### src/design/wdt_defs.svh
// offsets, field positions, reset values and timing counts of the watchdog
`ifndef WDT_DEFS_SVH
`define WDT_DEFS_SVH

// ----------------------------------------------------------------------
// register offsets (byte addresses)
// ----------------------------------------------------------------------
`define WDT_CTRL_OFFSET 8'h60
`define WDT_RSTSRC_OFFSET 8'h54

// ----------------------------------------------------------------------
// watchdog_control_status fields
// ----------------------------------------------------------------------
`define WDT_CTRL_IRQ_FLAG_BIT 7
`define WDT_CTRL_IRQ_EN_BIT 6
`define WDT_CTRL_PERIOD_HI_BIT 5
`define WDT_CTRL_UNLOCK_BIT 4
`define WDT_CTRL_RESET_EN_BIT 3
`define WDT_CTRL_PERIOD_LO_MSB 2

// ----------------------------------------------------------------------
// reset_source_status fields
// ----------------------------------------------------------------------
`define WDT_RS_TEST_PORT_BIT 4
`define WDT_RS_TIMEOUT_BIT 3
`define WDT_RS_BROWNOUT_BIT 2
`define WDT_RS_PIN_BIT 1
`define WDT_RS_POWER_ON_BIT 0

// ----------------------------------------------------------------------
// reset values
// ----------------------------------------------------------------------
`define WDT_PERIOD_RESET 4'h0
`define WDT_RSTSRC_POR_VALUE 5'h01

// ----------------------------------------------------------------------
// timing
// ----------------------------------------------------------------------
`define WDT_CHANGE_WINDOW_CYCLES 4
`define WDT_BASE_TIMEOUT_CYCLES 2048
`define WDT_PERIOD_MAX_CODE 4'h9
`define WDT_OSC_FREQ_KHZ 128

`endif

### src/design/wdt_pkg.sv
// types shared by the watchdog files
package wdt_pkg;

   // ----------------------------------------------------------------------
   // operating mode, coded as {reset enable, interrupt enable}
   // ----------------------------------------------------------------------
   typedef enum logic [1:0] {
      MODE_STOPPED = 2'b00,
      MODE_IRQ = 2'b01,
      MODE_RESET = 2'b10,
      MODE_IRQ_RESET = 2'b11
   } wdt_mode_t;

   typedef logic [3:0] period_code_t;

endpackage

### src/design/wdt_period_counter.sv
// oscillator-cycle counter comparing against the selected time-out
`timescale 1ns/1ps
`default_nettype none
`include "wdt_defs.svh"

module wdt_period_counter #(
   parameter int unsigned BASE_TIMEOUT = `WDT_BASE_TIMEOUT_CYCLES
) (
   input wire logic pclk,
   input wire logic presetn,
   input wire logic run,
   input wire logic restart,
   input wire logic osc_tick,
   input wire logic [3:0] period_select,
   output logic timeout
);

   localparam int unsigned CW = $clog2(BASE_TIMEOUT * 512) + 1;

   if (BASE_TIMEOUT < 2)
   begin : g_bad_base
      $error("BASE_TIMEOUT must be at least 2");
   end

   // ----------------------------------------------------------------------
   // limit lookup
   // ----------------------------------------------------------------------
   // reserved codes fall back to the longest period, never a short one
   function automatic logic [CW-1:0] limit_of(input logic [3:0] code);
      logic [3:0] c;
      c = (code > `WDT_PERIOD_MAX_CODE) ? `WDT_PERIOD_MAX_CODE : code;
      limit_of = CW'(BASE_TIMEOUT) << c;
   endfunction

   // ----------------------------------------------------------------------
   // counter
   // ----------------------------------------------------------------------
   logic [CW-1:0] count_r;
   logic [CW-1:0] count_nxt;
   logic [CW-1:0] limit;

   always_comb
   begin
      limit = limit_of(period_select);
      timeout = 1'b0;
      count_nxt = count_r;
      if (restart || !run)
         count_nxt = '0;
      else if (osc_tick)
      begin
         // a shorter period picked mid-count ends at the next oscillator tick
         if (count_r >= limit - CW'(1))
         begin
            timeout = 1'b1;
            count_nxt = '0;
         end
         else
            count_nxt = count_r + CW'(1);
      end
   end

   always_ff @(posedge pclk or negedge presetn)
   begin
      if (!presetn)
         count_r <= '0;
      else
         count_r <= count_nxt;
   end

endmodule // wdt_period_counter
`default_nettype wire

### src/design/watchdog_with_reset_flags.sv
// watchdog with protected set-up and reset-source flags, APB slave
`timescale 1ns/1ps
`default_nettype none
`include "wdt_defs.svh"

module watchdog_with_reset_flags #(
   parameter int unsigned BASE_TIMEOUT = `WDT_BASE_TIMEOUT_CYCLES
) (
   input wire logic pclk,
   input wire logic presetn,
   input wire logic psel,
   input wire logic penable,
   input wire logic pwrite,
   input wire logic [7:0] paddr,
   input wire logic [31:0] pwdata,
   output logic [31:0] prdata,
   output logic pready,
   output logic pslverr,
   input wire logic osc_tick,
   input wire logic wdt_restart,
   input wire logic always_on_fuse,
   input wire logic global_irq_enable,
   input wire logic irq_ack,
   input wire logic test_port_reset_evt,
   input wire logic pin_reset_evt,
   input wire logic brownout_evt,
   output logic timeout_irq_req,
   output logic timeout_reset_req
);

   localparam int unsigned UNLOCK_CW = $clog2(`WDT_CHANGE_WINDOW_CYCLES) + 1;

   if (`WDT_CHANGE_WINDOW_CYCLES < 1)
   begin : g_bad_window
      $error("change window must be at least one cycle");
   end

   // ----------------------------------------------------------------------
   // helpers
   // ----------------------------------------------------------------------
   // a programmed fuse (0) pins the mode to reset
   function automatic wdt_pkg::wdt_mode_t mode_of(input logic fuse, input logic re,
                                                  input logic ie);
      if (!fuse)
         mode_of = wdt_pkg::MODE_RESET;
      else
         mode_of = wdt_pkg::wdt_mode_t'({re, ie});
   endfunction

   // ----------------------------------------------------------------------
   // state
   // ----------------------------------------------------------------------
   logic irq_flag_r, irq_flag_nxt;
   logic irq_en_r, irq_en_nxt;
   logic reset_en_r, reset_en_nxt;
   wdt_pkg::period_code_t period_r, period_nxt;
   logic unlock_r, unlock_nxt;
   logic [UNLOCK_CW-1:0] unlock_cnt_r, unlock_cnt_nxt;
   logic [4:0] rstsrc_r, rstsrc_nxt;
   logic [31:0] prdata_r, prdata_nxt;
   logic pready_r, pready_nxt;
   logic pslverr_r, pslverr_nxt;
   logic irq_req_r, irq_req_nxt;
   logic reset_req_r, reset_req_nxt;

   wdt_pkg::wdt_mode_t mode;
   logic timeout;
   logic wd_reset_now;
   logic irq_set;
   logic sys_evt;
   logic hit_ctrl;
   logic hit_rstsrc;
   logic wr_ctrl;
   logic wr_rstsrc;
   logic [7:0] ctrl_view;

   // ----------------------------------------------------------------------
   // time-out counter
   // ----------------------------------------------------------------------
   wdt_period_counter #(
      .BASE_TIMEOUT(BASE_TIMEOUT)
   ) u_counter (
      .pclk(pclk),
      .presetn(presetn),
      .run(mode != wdt_pkg::MODE_STOPPED),
      // own time-out already zeroes the count; feeding it back would loop
      .restart(wdt_restart | test_port_reset_evt | pin_reset_evt | brownout_evt),
      .osc_tick(osc_tick),
      .period_select(period_r),
      .timeout(timeout)
   );

   // ----------------------------------------------------------------------
   // decode
   // ----------------------------------------------------------------------
   always_comb
   begin
      mode = mode_of(always_on_fuse, reset_en_r, irq_en_r);
      hit_ctrl = (paddr == `WDT_CTRL_OFFSET);
      hit_rstsrc = (paddr == `WDT_RSTSRC_OFFSET);
      wr_ctrl = psel && penable && pready_r && pwrite && hit_ctrl;
      wr_rstsrc = psel && penable && pready_r && pwrite && hit_rstsrc;
      ctrl_view = {irq_flag_r, irq_en_r, period_r[3], unlock_r, reset_en_r, period_r[2:0]};

      // combined mode resets only if the first time-out was never serviced
      wd_reset_now = timeout && ((mode == wdt_pkg::MODE_RESET) ||
                     ((mode == wdt_pkg::MODE_IRQ_RESET) && irq_flag_r));
      irq_set = timeout && ((mode == wdt_pkg::MODE_IRQ) ||
                ((mode == wdt_pkg::MODE_IRQ_RESET) && !irq_flag_r));
      sys_evt = wd_reset_now || test_port_reset_evt || pin_reset_evt || brownout_evt;
   end

   // ----------------------------------------------------------------------
   // change window
   // ----------------------------------------------------------------------
   always_comb
   begin
      unlock_nxt = unlock_r;
      unlock_cnt_nxt = unlock_cnt_r;
      // window runs down on its own, four cycles from the unlocking write
      if (unlock_r)
      begin
         if (unlock_cnt_r == '0)
            unlock_nxt = 1'b0;
         else
            unlock_cnt_nxt = unlock_cnt_r - UNLOCK_CW'(1);
      end
      if (wr_ctrl)
      begin
         if (pwdata[`WDT_CTRL_UNLOCK_BIT])
         begin
            unlock_nxt = 1'b1;
            unlock_cnt_nxt = UNLOCK_CW'(`WDT_CHANGE_WINDOW_CYCLES - 1);
         end
         else
            unlock_nxt = 1'b0;
      end
      if (sys_evt)
      begin
         unlock_nxt = 1'b0;
         unlock_cnt_nxt = '0;
      end
   end

   always_ff @(posedge pclk or negedge presetn)
   begin
      if (!presetn)
      begin
         unlock_r <= 1'b0;
         unlock_cnt_r <= '0;
      end
      else
      begin
         unlock_r <= unlock_nxt;
         unlock_cnt_r <= unlock_cnt_nxt;
      end
   end

   // ----------------------------------------------------------------------
   // control set-up
   // ----------------------------------------------------------------------
   always_comb
   begin
      irq_flag_nxt = irq_flag_r;
      irq_en_nxt = irq_en_r;
      reset_en_nxt = reset_en_r;
      period_nxt = period_r;
      if (wr_ctrl)
      begin
         if (pwdata[`WDT_CTRL_IRQ_FLAG_BIT])
            irq_flag_nxt = 1'b0;
         irq_en_nxt = pwdata[`WDT_CTRL_IRQ_EN_BIT];
         if (pwdata[`WDT_CTRL_RESET_EN_BIT])
            reset_en_nxt = 1'b1;
         else if (unlock_r)
            reset_en_nxt = 1'b0;
         if (unlock_r)
            period_nxt = {pwdata[`WDT_CTRL_PERIOD_HI_BIT],
                          pwdata[`WDT_CTRL_PERIOD_LO_MSB:0]};
      end

      // vector entry; in combined mode it also drops to plain reset mode
      if (irq_ack)
      begin
         irq_flag_nxt = 1'b0;
         if (mode == wdt_pkg::MODE_IRQ_RESET)
            irq_en_nxt = 1'b0;
      end

      // set wins over any clear in the same cycle
      if (irq_set)
         irq_flag_nxt = 1'b1;

      // a system reset reinitialises the set-up and clears the interrupt flag
      if (sys_evt)
      begin
         irq_flag_nxt = 1'b0;
         irq_en_nxt = 1'b0;
         reset_en_nxt = 1'b0;
         period_nxt = `WDT_PERIOD_RESET;
      end

      // keeps a failing system resetting until software clears the flag
      if (rstsrc_nxt[`WDT_RS_TIMEOUT_BIT])
         reset_en_nxt = 1'b1;
      if (!always_on_fuse)
      begin
         reset_en_nxt = 1'b1;
         irq_en_nxt = 1'b0;
      end
   end

   always_ff @(posedge pclk or negedge presetn)
   begin
      if (!presetn)
      begin
         irq_flag_r <= 1'b0;
         irq_en_r <= 1'b0;
         reset_en_r <= 1'b0;
         period_r <= `WDT_PERIOD_RESET;
      end
      else
      begin
         irq_flag_r <= irq_flag_nxt;
         irq_en_r <= irq_en_nxt;
         reset_en_r <= reset_en_nxt;
         period_r <= period_nxt;
      end
   end

   // ----------------------------------------------------------------------
   // reset source flags
   // ----------------------------------------------------------------------
   always_comb
   begin
      rstsrc_nxt = rstsrc_r;
      // a written zero clears, events set and win
      if (wr_rstsrc)
         rstsrc_nxt = rstsrc_r & pwdata[4:0];
      if (test_port_reset_evt)
         rstsrc_nxt[`WDT_RS_TEST_PORT_BIT] = 1'b1;
      if (wd_reset_now)
         rstsrc_nxt[`WDT_RS_TIMEOUT_BIT] = 1'b1;
      if (brownout_evt)
         rstsrc_nxt[`WDT_RS_BROWNOUT_BIT] = 1'b1;
      if (pin_reset_evt)
         rstsrc_nxt[`WDT_RS_PIN_BIT] = 1'b1;
   end

   always_ff @(posedge pclk or negedge presetn)
   begin
      if (!presetn)
         rstsrc_r <= `WDT_RSTSRC_POR_VALUE;
      else
         rstsrc_r <= rstsrc_nxt;
   end

   // ----------------------------------------------------------------------
   // bus answer and requests
   // ----------------------------------------------------------------------
   always_comb
   begin
      irq_req_nxt = irq_flag_nxt && irq_en_nxt && global_irq_enable;
      reset_req_nxt = wd_reset_now;

      // one wait state: answer in the second access cycle
      pready_nxt = psel && penable && !pready_r;
      pslverr_nxt = pready_nxt && !(hit_ctrl || hit_rstsrc);
      prdata_nxt = prdata_r;
      if (pready_nxt)
      begin
         if (hit_ctrl)
            prdata_nxt = {24'h000000, ctrl_view};
         else if (hit_rstsrc)
            prdata_nxt = {27'h0000000, rstsrc_r};
         else
            prdata_nxt = 32'h00000000;
      end
   end

   always_ff @(posedge pclk or negedge presetn)
   begin
      if (!presetn)
      begin
         prdata_r <= 32'h00000000;
         pready_r <= 1'b0;
         pslverr_r <= 1'b0;
         irq_req_r <= 1'b0;
         reset_req_r <= 1'b0;
      end
      else
      begin
         prdata_r <= prdata_nxt;
         pready_r <= pready_nxt;
         pslverr_r <= pslverr_nxt;
         irq_req_r <= irq_req_nxt;
         reset_req_r <= reset_req_nxt;
      end
   end

   assign prdata = prdata_r;
   assign pready = pready_r;
   assign pslverr = pslverr_r;
   assign timeout_irq_req = irq_req_r;
   assign timeout_reset_req = reset_req_r;

endmodule // watchdog_with_reset_flags
`default_nettype wire

### config.mk
export PLATFORM = sky130hd
export DESIGN_NAME = watchdog_with_reset_flags
export DESIGN_NICKNAME = d
export VERILOG_FILES = /design/src/design/wdt_pkg.sv /design/src/design/wdt_period_counter.sv /design/src/design/watchdog_with_reset_flags.sv
export VERILOG_INCLUDE_DIRS = /design/src /design/src/design
export SDC_FILE = /design/constraint.sdc
export NUM_CORES = 1
export LEC_CHECK = 0
export ABC_AREA = 1
export BUFFER_PORTS_ARGS = -buffer_cell sky130_fd_sc_hd__buf_2
export CAP_MARGIN = 10
export CORE_AREA = 2 2 68 134
export DETAILED_ROUTE_END_ITERATION = 6
export DIE_AREA = 0 0 70 136
export MAX_ROUTING_LAYER = met4
export PLACE_DENSITY_LB_ADDON = 0.1
export SETUP_SLACK_MARGIN = 0.15
export SYNTH_ARGS = -nofsm -noshare
export SYNTH_HDL_FRONTEND = slang
export SYNTH_SLANG_ARGS = --single-unit
### constraint.sdc
create_clock -name pclk -period 3.7 [get_ports pclk]
set_input_delay 0.37 -clock pclk [delete_from_list [all_inputs] [get_ports pclk]]
set_output_delay 0.37 -clock pclk [all_outputs]
set_load 0.02 [all_outputs]
==> results of run 1 <==
## power groups by stage
stage	combinational [mW]	clock, mW	sequential [mW]
floorplan	0.0668	0	0.569
global placement	0.101	0	0.560
detailed placement	0.103	0	0.559
CTS	0.103	0.564	0.549
global route	0.113	0.579	0.550
finish	0.101	0.546	0.549
## routing by layer
layer,track usage [%],wire [um],vias to the layer above
met5,-,0,-
li1,-,-,1484
met3,2.45,257,21
met4,9.19,312,0
met2,39.0,5100,78
met1,18.1,3040,1374
## placed cells by master, fill, tap and decap left out, drive strengths merged, types with 3 or more instances in the layout
cell      n
o21ai    19
nand4    13
clkbuf    7
nand2   108
o31ai     4
conb     25
a31oi     5
xor2     10
nor2     68
nand3    32
inv      54
dfrtp    48
nor3     11
ha       14
buf      42
nand3b    3
a21oi    15
## synth_stat cells, drive strengths merged, types with 2 or more instances
cell type  instances  area share, %
nand3             32            5.4
nor3              11            2.0
dfrtp             48             36
nand4             13            2.5
xor2              10            2.7
nand3b             3           0.68
o21ai             19            3.1
clkbuf             2           0.23
xnor2              2           0.53
o31ai              4           0.91
conb               2           0.23
a21o               2           0.45
inv               54            6.1
clkinv             2           0.26
nand2            108             13
ha                14            5.3
nor4               2           0.38
a31oi              5           0.95
nor2              68            8.0
buf               28            6.9
a21oi             15            2.3
## sequential cells by signal, indices dropped and copies added (netlist names)
register,count
pready,1
rstsrc_r,5
period_r,4
pslverr,1
prdata,8
timeout_reset_req,1
irq_flag_r,1
unlock_cnt_r,3
u_counter.count_r,21
irq_en_r,1
unlock_r,1
reset_en_r,1
timeout_irq_req,1
## through the flow
step	setup WS (ns)	utilization [%]	hold WS [ns]	power [mW]	instance area, sq um
6_report	0.574	43.0	0.0181	1.20	3670
5_1_grt	0.257	43.0	0.0488	1.24	3670
4_1_cts	0.454	43.0	0.0255	1.22	3670
3_5_place_dp	0.480	41.0	0.338	0.662	3490
3_3_place_gp	0.522	41.0	0.336	0.662	3490
2_1_floorplan	1.16	-	0.0744	0.636	3390
## path summary, 6_finish.rpt
| kind | from | to | slack [ns] | cells after the start |
|---|---|---|---|---|
| min reg2reg | rstsrc_r[0]$_DFFE_PN1P_ | rstsrc_r[0]$_DFFE_PN1P_ | 0.46 | 2 |
| min | presetn | u_counter.count_r[19]$_DFFE_PN0P_ | 0.02 | 1 |
| max | period_r[2]$_DFFE_PN0P_ | u_counter.count_r[19]$_DFFE_PN0P_ | 0.57 | 17 |
| max reg2reg | period_r[2]$_DFFE_PN0P_ | u_counter.count_r[19]$_DFFE_PN0P_ | 0.57 | 17 |
| max in group asynchronous | presetn | irq_en_r$_DFF_PN0_ | 2.88 | 2 |
| min in group pclk | global_irq_enable | timeout_irq_req$_DFF_PN0_ | 0.30 | 3 |
## cell families (layout without fill, tap and decap cells)
kind of cell             Yosys count  after routing  synth area share [%]
other                              2             25                 0.227
XOR/XNOR                          12             12                  3.18
adder cells (fa/ha/maj)           14             14                  5.30
AO/OA/AOI/OAI                     49             49                  8.60
flip-flops                        49             49                  37.1
AND/OR/NAND/NOR                  238            238                  32.0
buffers and inverters             86            106                  13.6
## layout make-up
cell class / instances / share of cell area (%)
sequential: 49 / 33.4
clock inverter: 1 / 0.818
tap: 100 / 3.41
clock buffer: 7 / 3.89
timing repair buffer: 42 / 5.86
multi-input combinational: 338 / 46.8
inverter: 56 / 5.76
## repair_timing
action                                  in CTS  in global routing
endpoints found under the setup margin       0                  9
buffers inserted                             0                  0
resized for setup                            0                  1
==> metrics.yaml, run 1 <==
power:
  peakVddDrop_mv: 0.289
  internal-power_mw: 0.909
  p_leak_nw: 1.76
  swShare_pct: 24.1
  p_seq_share_pct: 45.9
  clkPwrFrac_pct: 45.6
  switchingPower_mw: 0.289
  pwr_density_cell_nw_per_um2: 326
  power_frac_comb_pct: 8.5
global_routing:
  grt_pass1_wl_um: 14100
  antenna_found_initial: 0
  grt_max_degree: 33
  grt_pass1_vias: 2915
  grtUsageTotal_pct: 19.7
  grt-ovfl-total: 0
logic_synthesis:
  ys_seq_area_share_pct: 37.1
  netlist_instances: 450
  synthFlopType: "dfrtp_1"
  ys_warn_count: 0
  synth-seq-cells: 49
  netlist_area_sq_um: 3300
  synth_cell_types: 40
  synth_edf_count: 0
  avgSynthCellArea_sq_um: 7.34
  async_flop_share_pct: 100
sta:
  timing.final.crit_share_pct: 84.5
  tightest_slew_ns: 0.708
  rsz0062_at_grt: "no"
  finalMaxSlewViolations: 0
  setup_tns_ns: 0
  min_period_ns: 3.13
  finClkSkew_ns: 0.00532
  fmax_mhz: 320
  setup_viol: 0
  hold_viol_final: 0
  slew_headroom_pct: 52.6
clocking:
  cts_root_buf: "clkbuf_16"
  cts_buffers: 5
  cts.sinks: 49
  htree_levels: 2
  cts_tree: "built"
  clockBufferDepth: 2
  cts_hold_buf: 0
  clk_pin_slew_worst_paths_ns: 0.07
  insertion_delay_ns: 0.29
status:
  status: "finished, final reports clean"
routing:
  wire_per_inst_um: 14.7
  drtPass1Iterations: 4
  routed_via_density: 4.99
  final_antenna_net_count: 0
  totalWireLength_um: 8700
  remaining_drc_errors: 0
  first_iter_violations: 121
  route.vias.total: 2957
layout:
  multi_input_area_sq_um: 1720
  diodes: 0
  num-nets-final: 559
  fill_cells: 905
  ff_latch_area_sq_um: 1230
  area_growth_pct: 11.1
  drive_above_1_share_pct: 13.4
  final_cells: 593
hold_path:
  hold_class: "input port to async pin"
worst_setup_path:
  cp.arrival_ns: 3.30
  required_ns: 3.87
  worstSetupPathType: "flop to flop"
  slowest_delay_ns: 0.45
  cp-start-kind: "flop"
  end_kind: "flop"
  cpMaxStageDelayCell: "dfrtp_1"
  critical_path_buf_inv_count: 4
  critical-path-top-delay-family: "simple AND/OR/NAND/NOR gates"
  crit_chain: "inv_1 -> nand2_1 -> nor3_1 -> inv_1 -> ha_1 -> inv_1 -> a21oi_1 -> a21o_1 -> ha_1 -> nand2_1 -> nor2_1 -> a21boi_0 -> nor2_1 -> nand2_2 -> o21ai_0 -> inv_2 -> nor2_1"
  critical_path.max_fanout: 10
die:
  die_h_um: 136
  dieArea_sq_um: 9520
  io_pins: 89
  start_util_pct: 38.7
  die_w_um: 70
  rows: 48
  core-area_sq_um: 8530
placement:
  portBuffers: 40
  globalplace.congestion: 0.925
  placed_cells: 585
  dp_hpwl_um: 7000
job:
  cap_violations: 0
No activity file was read; power rests on OpenSTA's default activity.
==> run 2: changes to the inputs <==
clock period = 3 ns   (was 3.7 ns; I/O delays follow)
==> metrics.yaml, run 2 (synthesis results as in run 1) <==
sta:
  hold_viol_final: 0  # unchanged
  finClkSkew_ns: 0.00262  # was 0.00532 ns
  min_period_ns: 2.71  # was 3.13 ns
  timing.final.crit_share_pct: 90.2  # was 84.5%
  rsz0062_at_grt: "yes"  # was no
  finalMaxSlewViolations: 0  # unchanged
  slew_headroom_pct: 61.6  # was 52.6%
  setup_viol: 0  # unchanged
  tightest_slew_ns: 0.574  # was 0.708 ns
  setup_tns_ns: 0  # unchanged
  fmax_mhz: 370  # was 320 MHz
  hold_ws_ns: 0.223  # was 0.0181 ns
routing:
  first_iter_violations: 132  # was 121
  totalWireLength_um: 9030  # was 8700 um
  final_antenna_net_count: 0  # unchanged
  remaining_drc_errors: 0  # unchanged
  route.vias.total: 3054  # was 2957
  drtPass1Iterations: 4  # unchanged
  routed_via_density: 5.02  # was 4.99
  wire_per_inst_um: 14.8  # was 14.7 um
global_routing:
  grt-ovfl-total: 0  # unchanged
  antenna_found_initial: 0  # unchanged
  grt_max_degree: 36  # was 33
  grtUsageTotal_pct: 19.9  # was 19.7%
  grt_pass1_vias: 2930  # was 2915
  grt_pass1_wl_um: 14200  # was 14100 um
worst_setup_path:
  cp-start-kind: "flop"  # unchanged
  cp.arrival_ns: 2.89  # was 3.30 ns
  worstSetupPathType: "flop to flop"  # unchanged
  worstReg2RegStart: "period_r[1]$_DFFE_PN0P_"  # was period_r[2]$_DFFE_PN0P_
  critical_path.max_fanout: 6  # was 10
  required_ns: 3.18  # was 3.87 ns
  end_kind: "flop"  # unchanged
  cp-startpoint: "period_r[1]$_DFFE_PN0P_"  # was period_r[2]$_DFFE_PN0P_
  r2r_setup_slack_ns: 0.29  # was 0.57 ns
clocking:
  cts.sinks: 49  # unchanged
  clockBufferDepth: 2  # unchanged
  clk_pin_slew_worst_paths_ns: 0.07  # about the same
  cts_root_buf: "clkbuf_16"  # unchanged
  cts_tree: "built"  # unchanged
  htree_levels: 2  # unchanged
  cts_buffers: 5  # unchanged
  insertion_delay_ns: 0.29  # about the same
die:
  start_util_pct: 38.7  # unchanged
  die_w_um: 70  # unchanged
  rows: 48  # unchanged
  io_pins: 89  # unchanged
  core-area_sq_um: 8530  # unchanged
  dieArea_sq_um: 9520  # unchanged
  die_h_um: 136  # unchanged
power:
  pwr_density_cell_nw_per_um2: 361  # was 326 nW/um^2
  p_leak_nw: 1.82  # was 1.76 nW
  peakVddDrop_mv: 0.267  # was 0.289 mV
layout:
  post-route-util_pct: 44.9  # was 43.0%
  diodes: 0  # unchanged
  drive_above_1_share_pct: 18.9  # was 13.4%
  ff_latch_area_sq_um: 1230  # about the same
  num-nets-final: 574  # was 559
  multi_input_area_sq_um: 1800  # was 1720 sq um
  largest_reg_flops: 21  # unchanged
  final_common_cell: "nand2_1"  # unchanged
  final_cell_mix: "101 x nand2_1, 64 x nor2_1, 51 x inv_1"  # was 103 x nand2_1, 66 x nor2_1, 53 x inv_1
  regMostFlops: "u_counter.count_r"  # unchanged
  fill_cells: 900  # was 905
  area_growth_pct: 15.9  # was 11.1%
placement:
  portBuffers: 40  # unchanged
  dp_hpwl_um: 7110  # was 7000 um
  globalplace.congestion: 0.966  # was 0.925
status:
  status: "finished, final reports clean"  # unchanged
job:
  cap_violations: 0  # unchanged
hold_path:
  min-delay-start: "global_irq_enable"
  hold_class: "input port to flop"  # was input port to async pin
==> run 2: changes by cell type in the layout (fill, tap and decap cells not counted), moves of 2 or more <==
cell,change
a21oi_1,-5
a21oi_2,+5
buf_4,+12
inv_1,-2
inv_2,+2
nand2_1,-2
nand2_2,+2
nor2_1,-2
nor3_1,-2
==> run 2: area by class of cell <==
class / count / share of cell area, %
clock buffer: 7 / 3.46
clock inverter: 1 / 0.196
inverter: 56 / 5.52
multi-input combinational: 339 / 47.0
sequential: 49 / 32.1
tap: 100 / 3.27
timing repair buffer: 56 / 8.52
==> run 2: critical path, stage by stage (launching register included) <==
cell and delay, ns:
dfrtp_1 0.35, inv_1 0.06, buf_4 0.14, nand4_1 0.10, ha_2 0.18, inv_2 0.04
a21oi_1 0.16, a21oi_1 0.06, a21o_1 0.16, ha_1 0.28, nand2_2 0.06, nor2_4 0.12
nand3_1 0.10, nor2_1 0.11, nor2_1 0.07, nand2_2 0.10, buf_6 0.12, nand3_4 0.15
nand2_4 0.16, a21oi_1 0.05
==> run 2: path summary, 6_finish.rpt <==
check                                       endpoint  cells after the start
max                          period_r[1]$_DFFE_PN0P_                     19
min                        timeout_irq_req$_DFF_PN0_                      3
max reg2reg                  period_r[1]$_DFFE_PN0P_                     19
min reg2reg                  rstsrc_r[0]$_DFFE_PN1P_                      2
max in group asynchronous  timeout_irq_req$_DFF_PN0_                      3
min in group asynchronous    period_r[2]$_DFFE_PN0P_                      2
==> run 2: metal layers <==
metal,part of all wire (%),up-vias,GRT usage (%)
met5,0,-,-
met4,3.7,0,9.19
met3,2.9,24,2.45
met2,60,82,39.6
met1,34,1431,18.2
li1,-,1517,-
==> run 2: per-stage QoR <==
stage                     instance area [sq um]  cells  total power, mW  worst slack, ns
after floorplan                            3390    473            0.784            0.459
after global placement                     3560    594            0.817            0.143
after detailed placement                   3560    594            0.819           0.0954
after CTS                                  3720    603             1.39            0.197
after global routing                       3830    608             1.42            0.102
final                                      3830    608             1.38            0.294
==> run 2: repair_timing <==
item | CTS | global route
endpoints found under the setup margin | 22 | 35
hold endpoints to repair | 13 | 0
pin swaps | 0 | 10
gates resized for setup | 2 | 22
hold buffers | 1 | 0
gates cloned | 0 | 1
setup buffers | 0 | 4
==> run 2: where the power goes <==
part / switching, mW / total [mW] / internal, mW
logic: 0.0956 / 0.130 / 0.0349
registers: 0.00719 / 0.678 / 0.671
clock network: 0.262 / 0.573 / 0.311
total: 0.365 / 1.38 / 1.02
